`src/hw/iovr_pkg.sv`:
```
// shared constants, the configuration layout and the state set for the
// input over-voltage reaction block; assumes nothing else is imported
package iovr_pkg;
  // command code under which the host reaches the reaction setting
  localparam logic [7:0] IOVR_CFG_CODE  = 8'h56;
  // value after reset; nothing fixes it, so disable-and-no-retry is used
  localparam logic [7:0] IOVR_CFG_RESET = 8'h80;
  localparam logic [1:0] RESP_IGNORE  = 2'h0;
  localparam logic [1:0] RESP_RUN_ON  = 2'h1;
  localparam logic [1:0] RESP_DISABLE = 2'h2;
  localparam logic [1:0] RESP_LATCH   = 2'h3;
  localparam logic [2:0] RETRY_NONE    = 3'h0;
  localparam logic [2:0] RETRY_ENDLESS = 3'h7;
  // widest delay is 128 units, so the span needs eight bits
  localparam int SPAN_W = 8;

  // bits 7:6 response, 5:3 retries, 2:0 delay exponent
  typedef struct packed {
    logic [1:0] response;
    logic [2:0] retries;
    logic [2:0] delay;
  } iovr_cfg_type;

  typedef enum logic [2:0] {
    ST_RUN,
    ST_DELAY,
    ST_OFF_WAIT,
    ST_ATTEMPT,
    ST_LATCHED
  } iovr_state_type;

  function automatic logic [SPAN_W-1:0] iovr_span(input logic [2:0] n);
    return SPAN_W'(1) << n;
  endfunction
endpackage

```
`src/hw/iovr_responder.sv`:
```
// input over-voltage reaction: decodes the reaction setting and drives
// the output enable through delay, retry and latched-off phases
// assumes fault detection, the time-unit tick and the command decoder
// run on i_clk; only the control pin comes from outside the domain
//
// How it works
// RL1: response 00 ignores the fault, output keeps running.
// RL2: response 01 keeps running for delay count times the unit.
// RL3: after that delay, a still-present fault goes to retry handling.
// RL4: response 10 disables output at once, then follows the retry setting.
// RL5: response 11 disables output until the latched fault is cleared.
// RL6: status clear, clear-all command or reset clears the latched fault.
// RL7: commanding the output off then on also clears the latched fault.
// RL8: retry setting 000 makes no attempt, output stays off until cleared.
// RL9: settings 001 to 101 give one to five attempts, then latch off.
// RL10: attempt starts are spaced by delay count times the unit.
// RL11: setting 110 gives six attempts, then latch off.
// RL12: setting 111 retries forever until off command, reset or shutdown.
// RL13: delay field n selects two to the n units, 1 to 128.
// RL14: attempt fails if fault remains; counter reloads when fault clears.
module iovr_responder
  import iovr_pkg::*;
(
  input  wire logic       i_clk,
  input  wire logic       i_reset,
  input  wire logic       i_ce,
  input  wire logic [7:0] i_cmd_code,
  input  wire logic       i_wr_stb,
  input  wire logic [7:0] i_wr_data,
  input  wire logic       i_clear_faults,
  input  wire logic       i_status_clear,
  input  wire logic       i_ctrl_pin,
  input  wire logic       i_operation_on,
  input  wire logic       i_fault,
  input  wire logic       i_shutdown,
  input  wire logic       i_unit_tick,
  output logic [7:0]      o_rd_data,
  output logic            o_output_enable,
  output logic            o_fault_latched,
  output logic            o_retrying,
  output logic [2:0]      o_retries_left
);
  iovr_cfg_type   cfg;
  iovr_state_type state;
  iovr_state_type next_state;
  logic           ctrl_meta;
  logic           ctrl_sync;
  logic           cmd_q;
  logic           cmd_on;
  logic           on_edge;
  logic           clear_req;
  logic           tmr_start;
  logic           tmr_done;
  logic           cnt_load;
  logic           cnt_dec;
  logic           cnt_last;
  logic           fault_take;
  logic           retry_start;
  logic           sel;

  // control pin is asynchronous to i_clk
  always_ff @(posedge i_clk or posedge i_reset) begin
    if (i_reset) begin
      ctrl_meta <= 1'b0;
      ctrl_sync <= 1'b0;
    end else if (i_ce) begin
      ctrl_meta <= i_ctrl_pin;
      ctrl_sync <= ctrl_meta;
    end
  end

  assign cmd_on  = ctrl_sync && i_operation_on;
  assign on_edge = cmd_on && !cmd_q;
  assign sel     = (i_cmd_code == IOVR_CFG_CODE);
  // reset itself clears everything through the flop resets
  assign clear_req = i_clear_faults || i_status_clear || on_edge; // RL6 RL7

  always_ff @(posedge i_clk or posedge i_reset) begin
    if (i_reset) begin
      cmd_q <= 1'b0;
    end else if (i_ce) begin
      cmd_q <= cmd_on;
    end
  end

  // reaction setting register
  always_ff @(posedge i_clk or posedge i_reset) begin
    if (i_reset) begin
      cfg <= iovr_cfg_type'(IOVR_CFG_RESET);
    end else if (i_ce && i_wr_stb && sel) begin
      cfg <= iovr_cfg_type'(i_wr_data);
    end
  end

  always_ff @(posedge i_clk or posedge i_reset) begin
    if (i_reset) begin
      o_rd_data <= '0;
    end else if (i_ce) begin
      o_rd_data <= sel ? cfg : 8'h00;
    end
  end

  // retry handling entry: 000 latches, otherwise wait one interval
  always_comb begin
    retry_start = 1'b0;
    if (state == ST_RUN && cmd_on && i_fault && cfg.response == RESP_DISABLE) begin
      retry_start = 1'b1; // RL4
    end
    if (state == ST_DELAY && tmr_done && i_fault) begin
      retry_start = 1'b1; // RL3
    end
  end

  assign fault_take = state == ST_RUN && cmd_on && i_fault && cfg.response != RESP_IGNORE;

  always_comb begin
    next_state = state;
    tmr_start  = 1'b0;
    cnt_dec    = 1'b0;
    case (state)
      ST_RUN: begin
        if (cmd_on && i_fault) begin
          case (cfg.response)
            RESP_IGNORE: next_state = ST_RUN; // RL1
            RESP_RUN_ON: begin
              next_state = ST_DELAY; // RL2
              tmr_start  = 1'b1;
            end
            RESP_LATCH: next_state = ST_LATCHED; // RL5
            default: next_state = ST_RUN;
          endcase
        end
      end
      ST_DELAY: begin
        if (tmr_done && !i_fault) begin
          next_state = ST_RUN;
        end
      end
      ST_OFF_WAIT: begin
        if (tmr_done) begin
          next_state = ST_ATTEMPT;
          tmr_start  = 1'b1; // RL10
        end
      end
      ST_ATTEMPT: begin
        // the attempt ends one cycle after the output comes back
        if (i_fault) begin
          cnt_dec    = 1'b1; // RL14
          next_state = cnt_last ? ST_LATCHED : ST_OFF_WAIT; // RL9 RL11 RL12
        end else begin
          next_state = ST_RUN;
        end
      end
      ST_LATCHED: begin
        if (clear_req) begin
          next_state = ST_RUN; // RL6 RL7
        end
      end
      default: next_state = ST_RUN;
    endcase
    if (retry_start) begin
      if (cfg.retries == RETRY_NONE) begin
        next_state = ST_LATCHED; // RL8
      end else begin
        next_state = ST_OFF_WAIT;
        tmr_start  = 1'b1;
      end
    end
    // another shutdown ends retrying; an off command ends everything
    if (i_shutdown && (state == ST_OFF_WAIT || state == ST_ATTEMPT || state == ST_DELAY)) begin
      next_state = ST_LATCHED; // RL12
    end
    if (!cmd_on) begin
      next_state = ST_RUN; // RL7 RL12
      tmr_start  = 1'b0;
    end
  end

  assign cnt_load = (next_state == ST_RUN); // RL14

  always_ff @(posedge i_clk or posedge i_reset) begin
    if (i_reset) begin
      state <= ST_RUN;
    end else if (i_ce) begin
      state <= next_state;
    end
  end

  // output enable is registered from the next state and the on command, so it changes with the state
  always_ff @(posedge i_clk or posedge i_reset) begin
    if (i_reset) begin
      o_output_enable <= 1'b0;
    end else if (i_ce) begin
      o_output_enable <= cmd_on && (next_state == ST_RUN || next_state == ST_DELAY
                         || next_state == ST_ATTEMPT); // RL1 RL4 RL5
    end
  end

  // status bit: a new fault wins over a clear in the same cycle
  always_ff @(posedge i_clk or posedge i_reset) begin
    if (i_reset) begin
      o_fault_latched <= 1'b0;
    end else if (i_ce) begin
      o_fault_latched <= fault_take || (o_fault_latched && !clear_req); // RL6 RL7
    end
  end

  assign o_retrying = (state == ST_OFF_WAIT) || (state == ST_ATTEMPT);

  iovr_unit_timer u_timer (
    .i_clk   (i_clk),
    .i_reset (i_reset),
    .i_ce    (i_ce),
    .i_start (tmr_start),
    .i_tick  (i_unit_tick),
    .i_exp   (cfg.delay),
    .o_done  (tmr_done)
  );

  iovr_retry_count u_count (
    .i_clk       (i_clk),
    .i_reset     (i_reset),
    .i_ce        (i_ce),
    .i_load      (cnt_load),
    .i_dec       (cnt_dec),
    .i_retries   (cfg.retries),
    .o_remaining (o_retries_left),
    .o_last      (cnt_last)
  );
endmodule

```
`src/hw/iovr_unit_timer.sv`:
```
// counts 2^n delay units from a start pulse and pulses done at the end
// assumes i_tick is a one-cycle pulse per delay unit on the same clock
module iovr_unit_timer
  import iovr_pkg::*;
(
  input  wire logic       i_clk,
  input  wire logic       i_reset,
  input  wire logic       i_ce,
  input  wire logic       i_start,
  input  wire logic       i_tick,
  input  wire logic [2:0] i_exp,
  output logic            o_done
);
  logic [SPAN_W-1:0] remain;
  logic [SPAN_W:0]   seen;
  logic [SPAN_W-1:0] span_q;

  always_ff @(posedge i_clk or posedge i_reset) begin
    if (i_reset) begin
      remain <= '0;
      o_done <= 1'b0;
    end else if (i_ce) begin
      o_done <= 1'b0;
      if (i_start) begin
        remain <= iovr_span(i_exp); // RL13
      end else if (i_tick && remain != '0) begin
        remain <= remain - SPAN_W'(1);
        if (remain == SPAN_W'(1)) begin
          o_done <= 1'b1; // RL10
        end
      end
    end
  end

  // helper count for the check below only
  always_ff @(posedge i_clk or posedge i_reset) begin
    if (i_reset) begin
      seen   <= '0;
      span_q <= '0;
    end else if (i_ce) begin
      if (i_start) begin
        seen   <= '0;
        span_q <= iovr_span(i_exp);
      end else if (i_tick) begin
        seen <= seen + (SPAN_W+1)'(1);
      end
    end
  end
endmodule

```
`src/hw/iovr_retry_count.sv`:
```
// holds the restart attempts still allowed; reloaded while healthy
// assumes load and decrement come from the same clock domain
module iovr_retry_count
  import iovr_pkg::*;
(
  input  wire logic       i_clk,
  input  wire logic       i_reset,
  input  wire logic       i_ce,
  input  wire logic       i_load,
  input  wire logic       i_dec,
  input  wire logic [2:0] i_retries,
  output logic [2:0]      o_remaining,
  output logic            o_last
);
  always_ff @(posedge i_clk or posedge i_reset) begin
    if (i_reset) begin
      o_remaining <= '0;
    end else if (i_ce) begin
      if (i_load) begin
        o_remaining <= i_retries; // RL14
      end else if (i_dec && o_remaining != '0 && i_retries != RETRY_ENDLESS) begin
        o_remaining <= o_remaining - 3'h1;
      end
    end
  end

  // endless setting never runs out
  assign o_last = (i_retries != RETRY_ENDLESS) && (o_remaining <= 3'h1); // RL9 RL11 RL12
endmodule

```
`config.mk`:
```
export PLATFORM = sky130hd
export DESIGN_NAME = iovr_responder
export DESIGN_NICKNAME = d
export VERILOG_FILES = /design/src/hw/iovr_pkg.sv /design/src/hw/iovr_responder.sv /design/src/hw/iovr_unit_timer.sv /design/src/hw/iovr_retry_count.sv
export SDC_FILE = /design/constraint.sdc
export NUM_CORES = 1
export LEC_CHECK = 0
export ABC_AREA = 1
export BUFFER_PORTS_ARGS = -buffer_cell sky130_fd_sc_hd__buf_2
export CAP_MARGIN = 0
export CORE_MARGIN = 2
export CORE_UTILIZATION = 42
export CTS_BUF_LIST = sky130_fd_sc_hd__clkbuf_8
export CTS_CLUSTER_DIAMETER = 150
export DETAILED_ROUTE_END_ITERATION = 10
export PLACE_DENSITY_LB_ADDON = 0.12
export SYNTH_ARGS = -nofsm -noshare
export SYNTH_HDL_FRONTEND = slang
export SYNTH_HIERARCHICAL = 1
export SYNTH_SLANG_ARGS = --single-unit
```
`constraint.sdc`:
```
create_clock -name i_clk -period 2.8 [get_ports i_clk]
set_input_delay 0.14 -clock i_clk [delete_from_list [all_inputs] [get_ports i_clk]]
set_output_delay 0.14 -clock i_clk [all_outputs]
set_load 0.02 [all_outputs]
```
==> results.py, run 1 <==
metrics = {
    "clocking": {
        "insertion_delay_ns": 0.28,
        "clock_path_buffers": 2,
        "cts-resized-gates": 0,
        "clk_pin_slew_ns": 0.08,
        "cts.sinks": 36,
        "cts_tree": "yes",
        "cts_root_buffer": "clkbuf_8",
        "htreeDepth": 2,
        "cts_setup_buffers": 0,
        "cts_buffers": 5,
    },
    "cells_and_area": {
        "layout_common_cells": "nand2_1 (95), buf_2 (40), inv_1 (38), dfrtp_1 (35), nor2_1 (32)",
        "drive_gt1_share_pct": 21.97,
        "multi_input_area_um2": 1112,
        "final_area_um2": 2589,
        "seqCellArea_um2": 902.1,
        "layout_commonest_cell": "nand2_1",
        "area_growth_pct": 16.76,
        "nets": 378,
        "fin_util_pct": 50.69,
        "num_antenna_cells": 0,
        "final.fill_count": 543,
    },
    "power": {
        "peakVddDrop_mv": 0.3158,
        "power.total_uw": 1638,
        "powerDensity_nw_per_um2": 632.6,
        "leakagePower_uw": 0.001429,
    },
    "setup_path": {
        "r2r_start": "state[0]",
        "rrSetupSlack_ns": 0.61,
        "worst_ep_arrival_time_ns": 2.40,
        "cp_max_fo": 10,
        "rr_worst_depth": 12,
        "cp.required_ns": 3.00,
        "critPathLaunchType": "register",
        "critical_path_class": "register to register",
        "endpoint_kind": "register",
        "cp-endpoint": "u_timer/remain[2]",
        "timing.rr.end": "u_timer/remain[2]",
        "startpoint": "state[0]",
    },
    "global_route": {
        "grt_usage_pct": 18.62,
        "grt_max_degree": 25,
        "overflow": 0,
        "grt_pass1_wl_um": 8894,
        "grt_pass1_vias": 2008,
        "antenna_found_initial": 0,
    },
    "timing": {
        "period_minus_slack_ns": 2.194,
        "finalClockSkew_ns": 0.01004,
        "finalSetupViolCount": 0,
        "tns_ns": 0,
        "finalWorstSetupSlack_ns": 0.6059,
        "slew_violations": 0,
        "fmax_ghz": 0.4558,
        "hold_viol": 0,
        "slew_headroom_pct": 37.04,
        "rsz0062_at_grt": "false",
        "fin_crit_sh_pct": 78.36,
        "tightest_slew_ns": 0.9434,
    },
    "synth": {
        "synth-seq-cells": 36,
        "yosys_warnings": 6,
        "synth.avg_cell_area_um2": 7.366,
        "syn-num-nets": 334,
        "seq_area_frac_synth_pct": 40.69,
        "ys_types": 34,
        "syn_inst": 301,
        "netlist_area_um2": 2217,
    },
    "run": {
        "drv_cap": 0,
    },
    "drt": {
        "drt_iter0_drc": 100,
        "avgViaCountPerCell": 4.784,
        "ant_nets": 0,
        "vias": 1990,
        "post_drt_wl_per_cell_um": 11.87,
        "wl_um": 4937,
        "drtPass1Iterations": 4,
        "drc": 0,
    },
    "placed_design": {
        "post-place-ws_ns": 0.6603,
        "place_congestion": 0.8448,
        "dp_hpwl_um": 3865,
        "numPortBuffers": 40,
        "place_area_um2": 2467,
    },
    "floorplanning": {
        "placementRows": 26,
        "dieHeight_um": 76.66,
        "core-area_um2": 5107,
        "start_util_pct": 43.41,
        "die-area_um2": 5876,
        "die_w_um": 76.66,
        "io-pin-count": 41,
    },
    "outcome": {
        "status": "completed",
    },
    "worst_hold_path": {
        "hold_class": "input port to register",
    },
}
## per-stage QoR
| step | hold WS [ns] | std cells |
|---|---|---|
| global route | 0.05531 | 416 |
| floorplan | -0.1064 | 301 |
| CTS | 0.04774 | 416 |
| detailed placement | 0.04526 | 407 |
| global placement | 0.04474 | 407 |
| finish | 0.05669 | 416 |
## synthesized netlist by cell type (all sizes together)
| library cell | n | area, um2 |
|---|---|---|
| nor3 | 1 | 5.000 |
| o21ai | 32 | 178.9 |
| nand3 | 23 | 137.6 |
| dfrtp | 35 | 875.8 |
| o21bai | 1 | 7.510 |
| dfstp | 1 | 26.28 |
| nand4 | 5 | 31.28 |
| a31oi | 1 | 6.260 |
| ha | 6 | 75.07 |
| xnor2 | 1 | 8.760 |
| o21a | 1 | 7.510 |
| clkbuf | 1 | 3.750 |
| nand2 | 103 | 416.7 |
| nor4b | 1 | 23.77 |
| xor2 | 1 | 8.760 |
| buf | 3 | 33.78 |
| a22oi | 1 | 7.510 |
| inv | 42 | 165.2 |
| and3b | 1 | 10.01 |
| nor2 | 37 | 165.2 |
| a21oi | 3 | 15.01 |
| o31ai | 1 | 7.510 |
## worst min path at each step
stage / startpoint / endpoint / cells past startpoint
floorplan: i_reset / u_count/o_remaining[0] / 1
global placement: i_reset / u_count/o_remaining[0] / 2
detailed placement: i_reset / u_count/o_remaining[0] / 2
CTS: i_wr_data[1] / cfg[1] / 3
global route: i_wr_data[7] / cfg[7] / 3
finish: i_wr_data[1] / cfg[1] / 3
## per-layer routing
| layer | part of all wire [%] | track usage [%] |
|---|---|---|
| met1 | 47 | 23.64 |
| met3 | 3.6 | 3.647 |
| met4 | 1.4 | 6.364 |
| met5 | 0 | 0 |
| met2 | 48 | 31.77 |
## state kept, by name (all words and copies together) (netlist names), 3 cells and up
| signal | count |
|---|---|
| cfg | 8 |
| state | 3 |
| u_timer/remain | 8 |
| u_count/o_remaining | 3 |
| o_rd_data | 8 |
## critical path, stage by stage, from the launching register on
cell and delay (ns):
dfrtp_1 0.46, inv_2 0.09, nand2_1 0.07, nor2_2 0.14, nand3_1 0.11, nand2_2 0.10, nand2_1 0.05, a31oi_1 0.33
inv_2 0.18, nor2_1 0.24, nand3_1 0.12, o21a_1 0.12, o21ai_1 0.11
## power breakdown
part           internal [uW]  switching [uW]
registers                592            85.6
logic                    199             307
clock network            264             190
total                   1060             583
## cells by family after synthesis
| kind of cell | Yosys count | share of synthesized area (%) |
|---|---|---|
| simple gates | 171 | 35.61 |
| xor+xnor | 2 | 0.7902 |
| flops | 36 | 40.69 |
| fa+ha+maj | 6 | 3.386 |
| compound gates | 40 | 10.38 |
| buf+inv | 46 | 9.142 |
## layout make-up
type	count	share of cell area, %
Clock buffer	5	2.658
Clock inverter	3	1.643
Tap cell	70	3.383
Inverter	42	6.380
Multi-Input combinational cell	219	42.97
Timing Repair Buffer	41	8.120
Sequential cell	36	34.85
## repair_timing
item | CTS | global route
setup endpoints to repair | 0 | 0
endpoints found under the hold margin | 12 | 0
hold buffers | 1 | 0
(Power assumes the default switching activity.)
==> run 2: changes to the inputs <==
--- a/config.mk
+++ b/config.mk
@@ -5,7 +5,7 @@
 export SDC_FILE = /design/constraint.sdc
 export NUM_CORES = 1
 export LEC_CHECK = 0
-export ABC_AREA = 1
+export ABC_AREA = 0
 export BUFFER_PORTS_ARGS = -buffer_cell sky130_fd_sc_hd__buf_2
 export CAP_MARGIN = 0
 export CORE_MARGIN = 2
==> constraint.sdc (replaced) <==
create_clock -name i_clk -period 1.9 [get_ports i_clk]
set_input_delay 0.095 -clock i_clk [delete_from_list [all_inputs] [get_ports i_clk]]
set_output_delay 0.095 -clock i_clk [all_outputs]
set_load 0.02 [all_outputs]
==> run 2 against run 1 <==
  * The flow now finishes with violations (negative setup slack)
  * First-iteration DRC count grew 82%
  * Final cell count shrank 10%
  * Critical path depth is the same
  * Critical path type unchanged
  * Largest power group unchanged
==> results.py, run 2 <==
metrics = {
    "global_route": {
        "grt_usage_pct": 21.48,
        "overflow": 0,
        "grt_pass1_vias": 1902,
        "grt_pass1_wl_um": 9177,
        "antenna_found_initial": 0,
        "grt_max_degree": 26,
    },
    "timing": {
        "tightest_slew_ns": 0.4215,
        "tns_ns": -4.479,
        "finalClockSkew_ns": 0.007823,
        "slew_headroom_pct": 71.66,
        "fmax_ghz": 0.4226,
        "period_minus_slack_ns": 2.366,
        "finalWorstSetupSlack_ns": -0.4662,
        "fin_crit_sh_pct": 124.5,
        "rsz0062_at_grt": "true",
        "slew_violations": 0,
        "finalSetupViolCount": 13,
        "hold_viol": 0,
    },
    "synth": {
        "ys_types": 66,
        "netlist_area_um2": 2150,
        "synth-async-reset-ratio_pct": 100.0,
        "post-synth-top-count-cell": "dfrtp_1",
        "synth_top_area_share_pct": 40.75,
        "synth_edf_count": 0,
        "synth_flop_cell": "dfrtp_1",
        "synthTopCellsByArea": "dfrtp_1 (41%), mux2_1 (4.2%), ha_1 (3.5%), o21ai_0 (3.5%), inv_1 (3.0%)",
        "synthTopCellsByCount": "dfrtp_1 (35), inv_1 (17), nand2_1 (15), o21ai_0 (15), nand3_1 (9)",
        "synth_top_area_cell": "dfrtp_1",
        "synth.avg_cell_area_um2": 10.14,
        "yosys_warnings": 6,
        "seq_area_frac_synth_pct": 41.97,
        "synth-seq-cells": 36,
        "syn-num-nets": 245,
        "syn_inst": 212,
    },
    "drt": {
        "drtPass1Iterations": 4,
        "avgViaCountPerCell": 5.414,
        "post_drt_wl_per_cell_um": 14.98,
        "drt_iter0_drc": 182,
        "ant_nets": 0,
        "vias": 2025,
        "wl_um": 5603,
        "drc": 0,
    },
    "floorplanning": {
        "die-area_um2": 5706,
        "dieHeight_um": 75.54,
        "core-area_um2": 5010,
        "io-pin-count": 41,
        "start_util_pct": 42.91,
        "die_w_um": 75.54,
        "placementRows": 26,
    },
    "cells_and_area": {
        "fin_util_pct": 60.34,
        "drive_gt1_share_pct": 46.71,
        "layout_common_cells": "buf_4 (48), buf_2 (40), dfrtp_1 (31), inv_1 (17), nand2_1 (14)",
        "area_growth_pct": 40.63,
        "num_antenna_cells": 0,
        "layout_commonest_cell": "buf_4",
        "reg_top3": "cfg: 8 flops, o_rd_data: 8 flops, u_timer/remain: 8 flops",
        "nets": 336,
    },
    "clocking": {
        "insertion_delay_ns": 0.28,
        "cts_buffers": 5,
        "htreeDepth": 2,
        "clk_pin_slew_ns": 0.07,
        "cts_tree": "yes",
        "cts.sinks": 36,
        "cts_root_buffer": "clkbuf_8",
        "clock_path_buffers": 2,
    },
    "power": {
        "comb_power_share_pct": 27.3,
        "switching_share_pct": 30.79,
        "leakagePower_uw": 0.001419,
        "p_clk_share_pct": 26.5,
        "p_switching_uw": 637.9,
        "p_seq_share_pct": 46.2,
        "cellInternalPower_uw": 1434,
        "powerDensity_nw_per_um2": 685.4,
        "power.total_uw": 2072,
        "peakVddDrop_mv": 0.4802,
    },
    "outcome": {
        "violations": "negative setup slack",
        "status": "complete, but fails checks",
    },
    "placed_design": {
        "dp_hpwl_um": 4044,
        "post-place-ws_ns": -0.4642,
        "numPortBuffers": 40,
        "place_congestion": 0.8545,
    },
    "setup_path": {
        "cp_max_fo": 5,
        "worst_ep_arrival_time_ns": 2.53,
        "critPathLaunchType": "register",
        "endpoint_kind": "register",
        "critical_path_class": "register to register",
        "cp.required_ns": 2.07,
    },
    "run": {
        "drv_cap": 0,
    },
    "worst_hold_path": {
        "hold_class": "input port to register",
    },
}
-- run 2: stage by stage --
stage / std cells / hold slack (ns) / area [um2]
2_1_floorplan: 212 / -0.1515 / 2195
3_3_place_gp: 359 / -0.01418 / 2771
3_5_place_dp: 359 / -0.01198 / 2771
4_1_cts: 370 / 0.009436 / 2927
5_1_grt: 374 / 0.005704 / 3023
6_report: 374 / 0.01941 / 3023
-- run 2: timing repair --
| item | CTS | global route |
|---|---|---|
| setup endpoints to repair | 13 | 14 |
| hold buffers | 1 | 0 |
| pin swaps | 6 | 14 |
| hold endpoints to repair | 35 | 0 |
| gates resized for setup | 9 | 19 |
| setup buffers | 3 | 5 |
-- run 2: critical path, cell delays in order, from the launching register on --
cell and delay [ns]:
dfrtp_2 0.43, ha_4 0.16, o21ai_2 0.10, nor2_1 0.06, nand4_1 0.09, a21oi_2 0.07, a31oi_1 0.16, nand3_1 0.13
and2_4 0.20, nor3_4 0.31, nor3b_2 0.07, and4b_1 0.17, or3_1 0.30
-- run 2: cell type report --
class                           instances  area, um2
Clock buffer                            6      82.58
Clock inverter                          2      7.507
Fill cell                             465       1987
Inverter                               18      70.07
Multi-Input combinational cell        151       1266
Sequential cell                        36      907.1
Tap cell                               70      87.58
Timing Repair Buffer                   91      601.8
-- run 2: path summary, 6_finish.rpt --
check,slack [ns],start,cells after the start,to
hold reg to reg,0.51,o_rd_data[5],1,o_rd_data[5]
setup reg to reg,-0.47,u_count/o_remaining[0],12,u_count/o_remaining[2]
setup / recovery,-0.47,u_count/o_remaining[0],12,u_count/o_remaining[2]
min in group asynchronous,0.24,i_reset,3,u_count/o_remaining[2]
hold / removal,0.02,i_wr_data[1],2,cfg[1]
max in group asynchronous,1.17,i_reset,4,cfg[7]
-- run 2: layer usage --
| layer | up-vias | global-route usage, % | routed length, um |
|---|---|---|---|
| li1 | 984 | - | - |
| met1 | 985 | 32.44 | 2804 |
| met2 | 54 | 30.43 | 2503 |
| met3 | 2 | 6.481 | 275 |
| met4 | 0 | 4.483 | 19 |
| met5 | - | 0 | 0 |
-- run 2: kinds of logic after synthesis --
kind of cell	synth area share, %
fa+ha+maj	3.492
buf+inv	5.471
flops	41.97
compound gates	18.34
mux	6.752
simple gates	23.98
-- run 2: power by group through the flow --
| stage | logic [uW] | clock network (uW) | registers (uW) |
|---|---|---|---|
| 2_1_floorplan | 313 | 0 | 957 |
| 3_3_place_gp | 525 | 0 | 966 |
| 3_5_place_dp | 534 | 0 | 964 |
| 4_1_cts | 545 | 572 | 954 |
| 5_1_grt | 631 | 622 | 977 |
| 6_report | 566 | 549 | 957 |
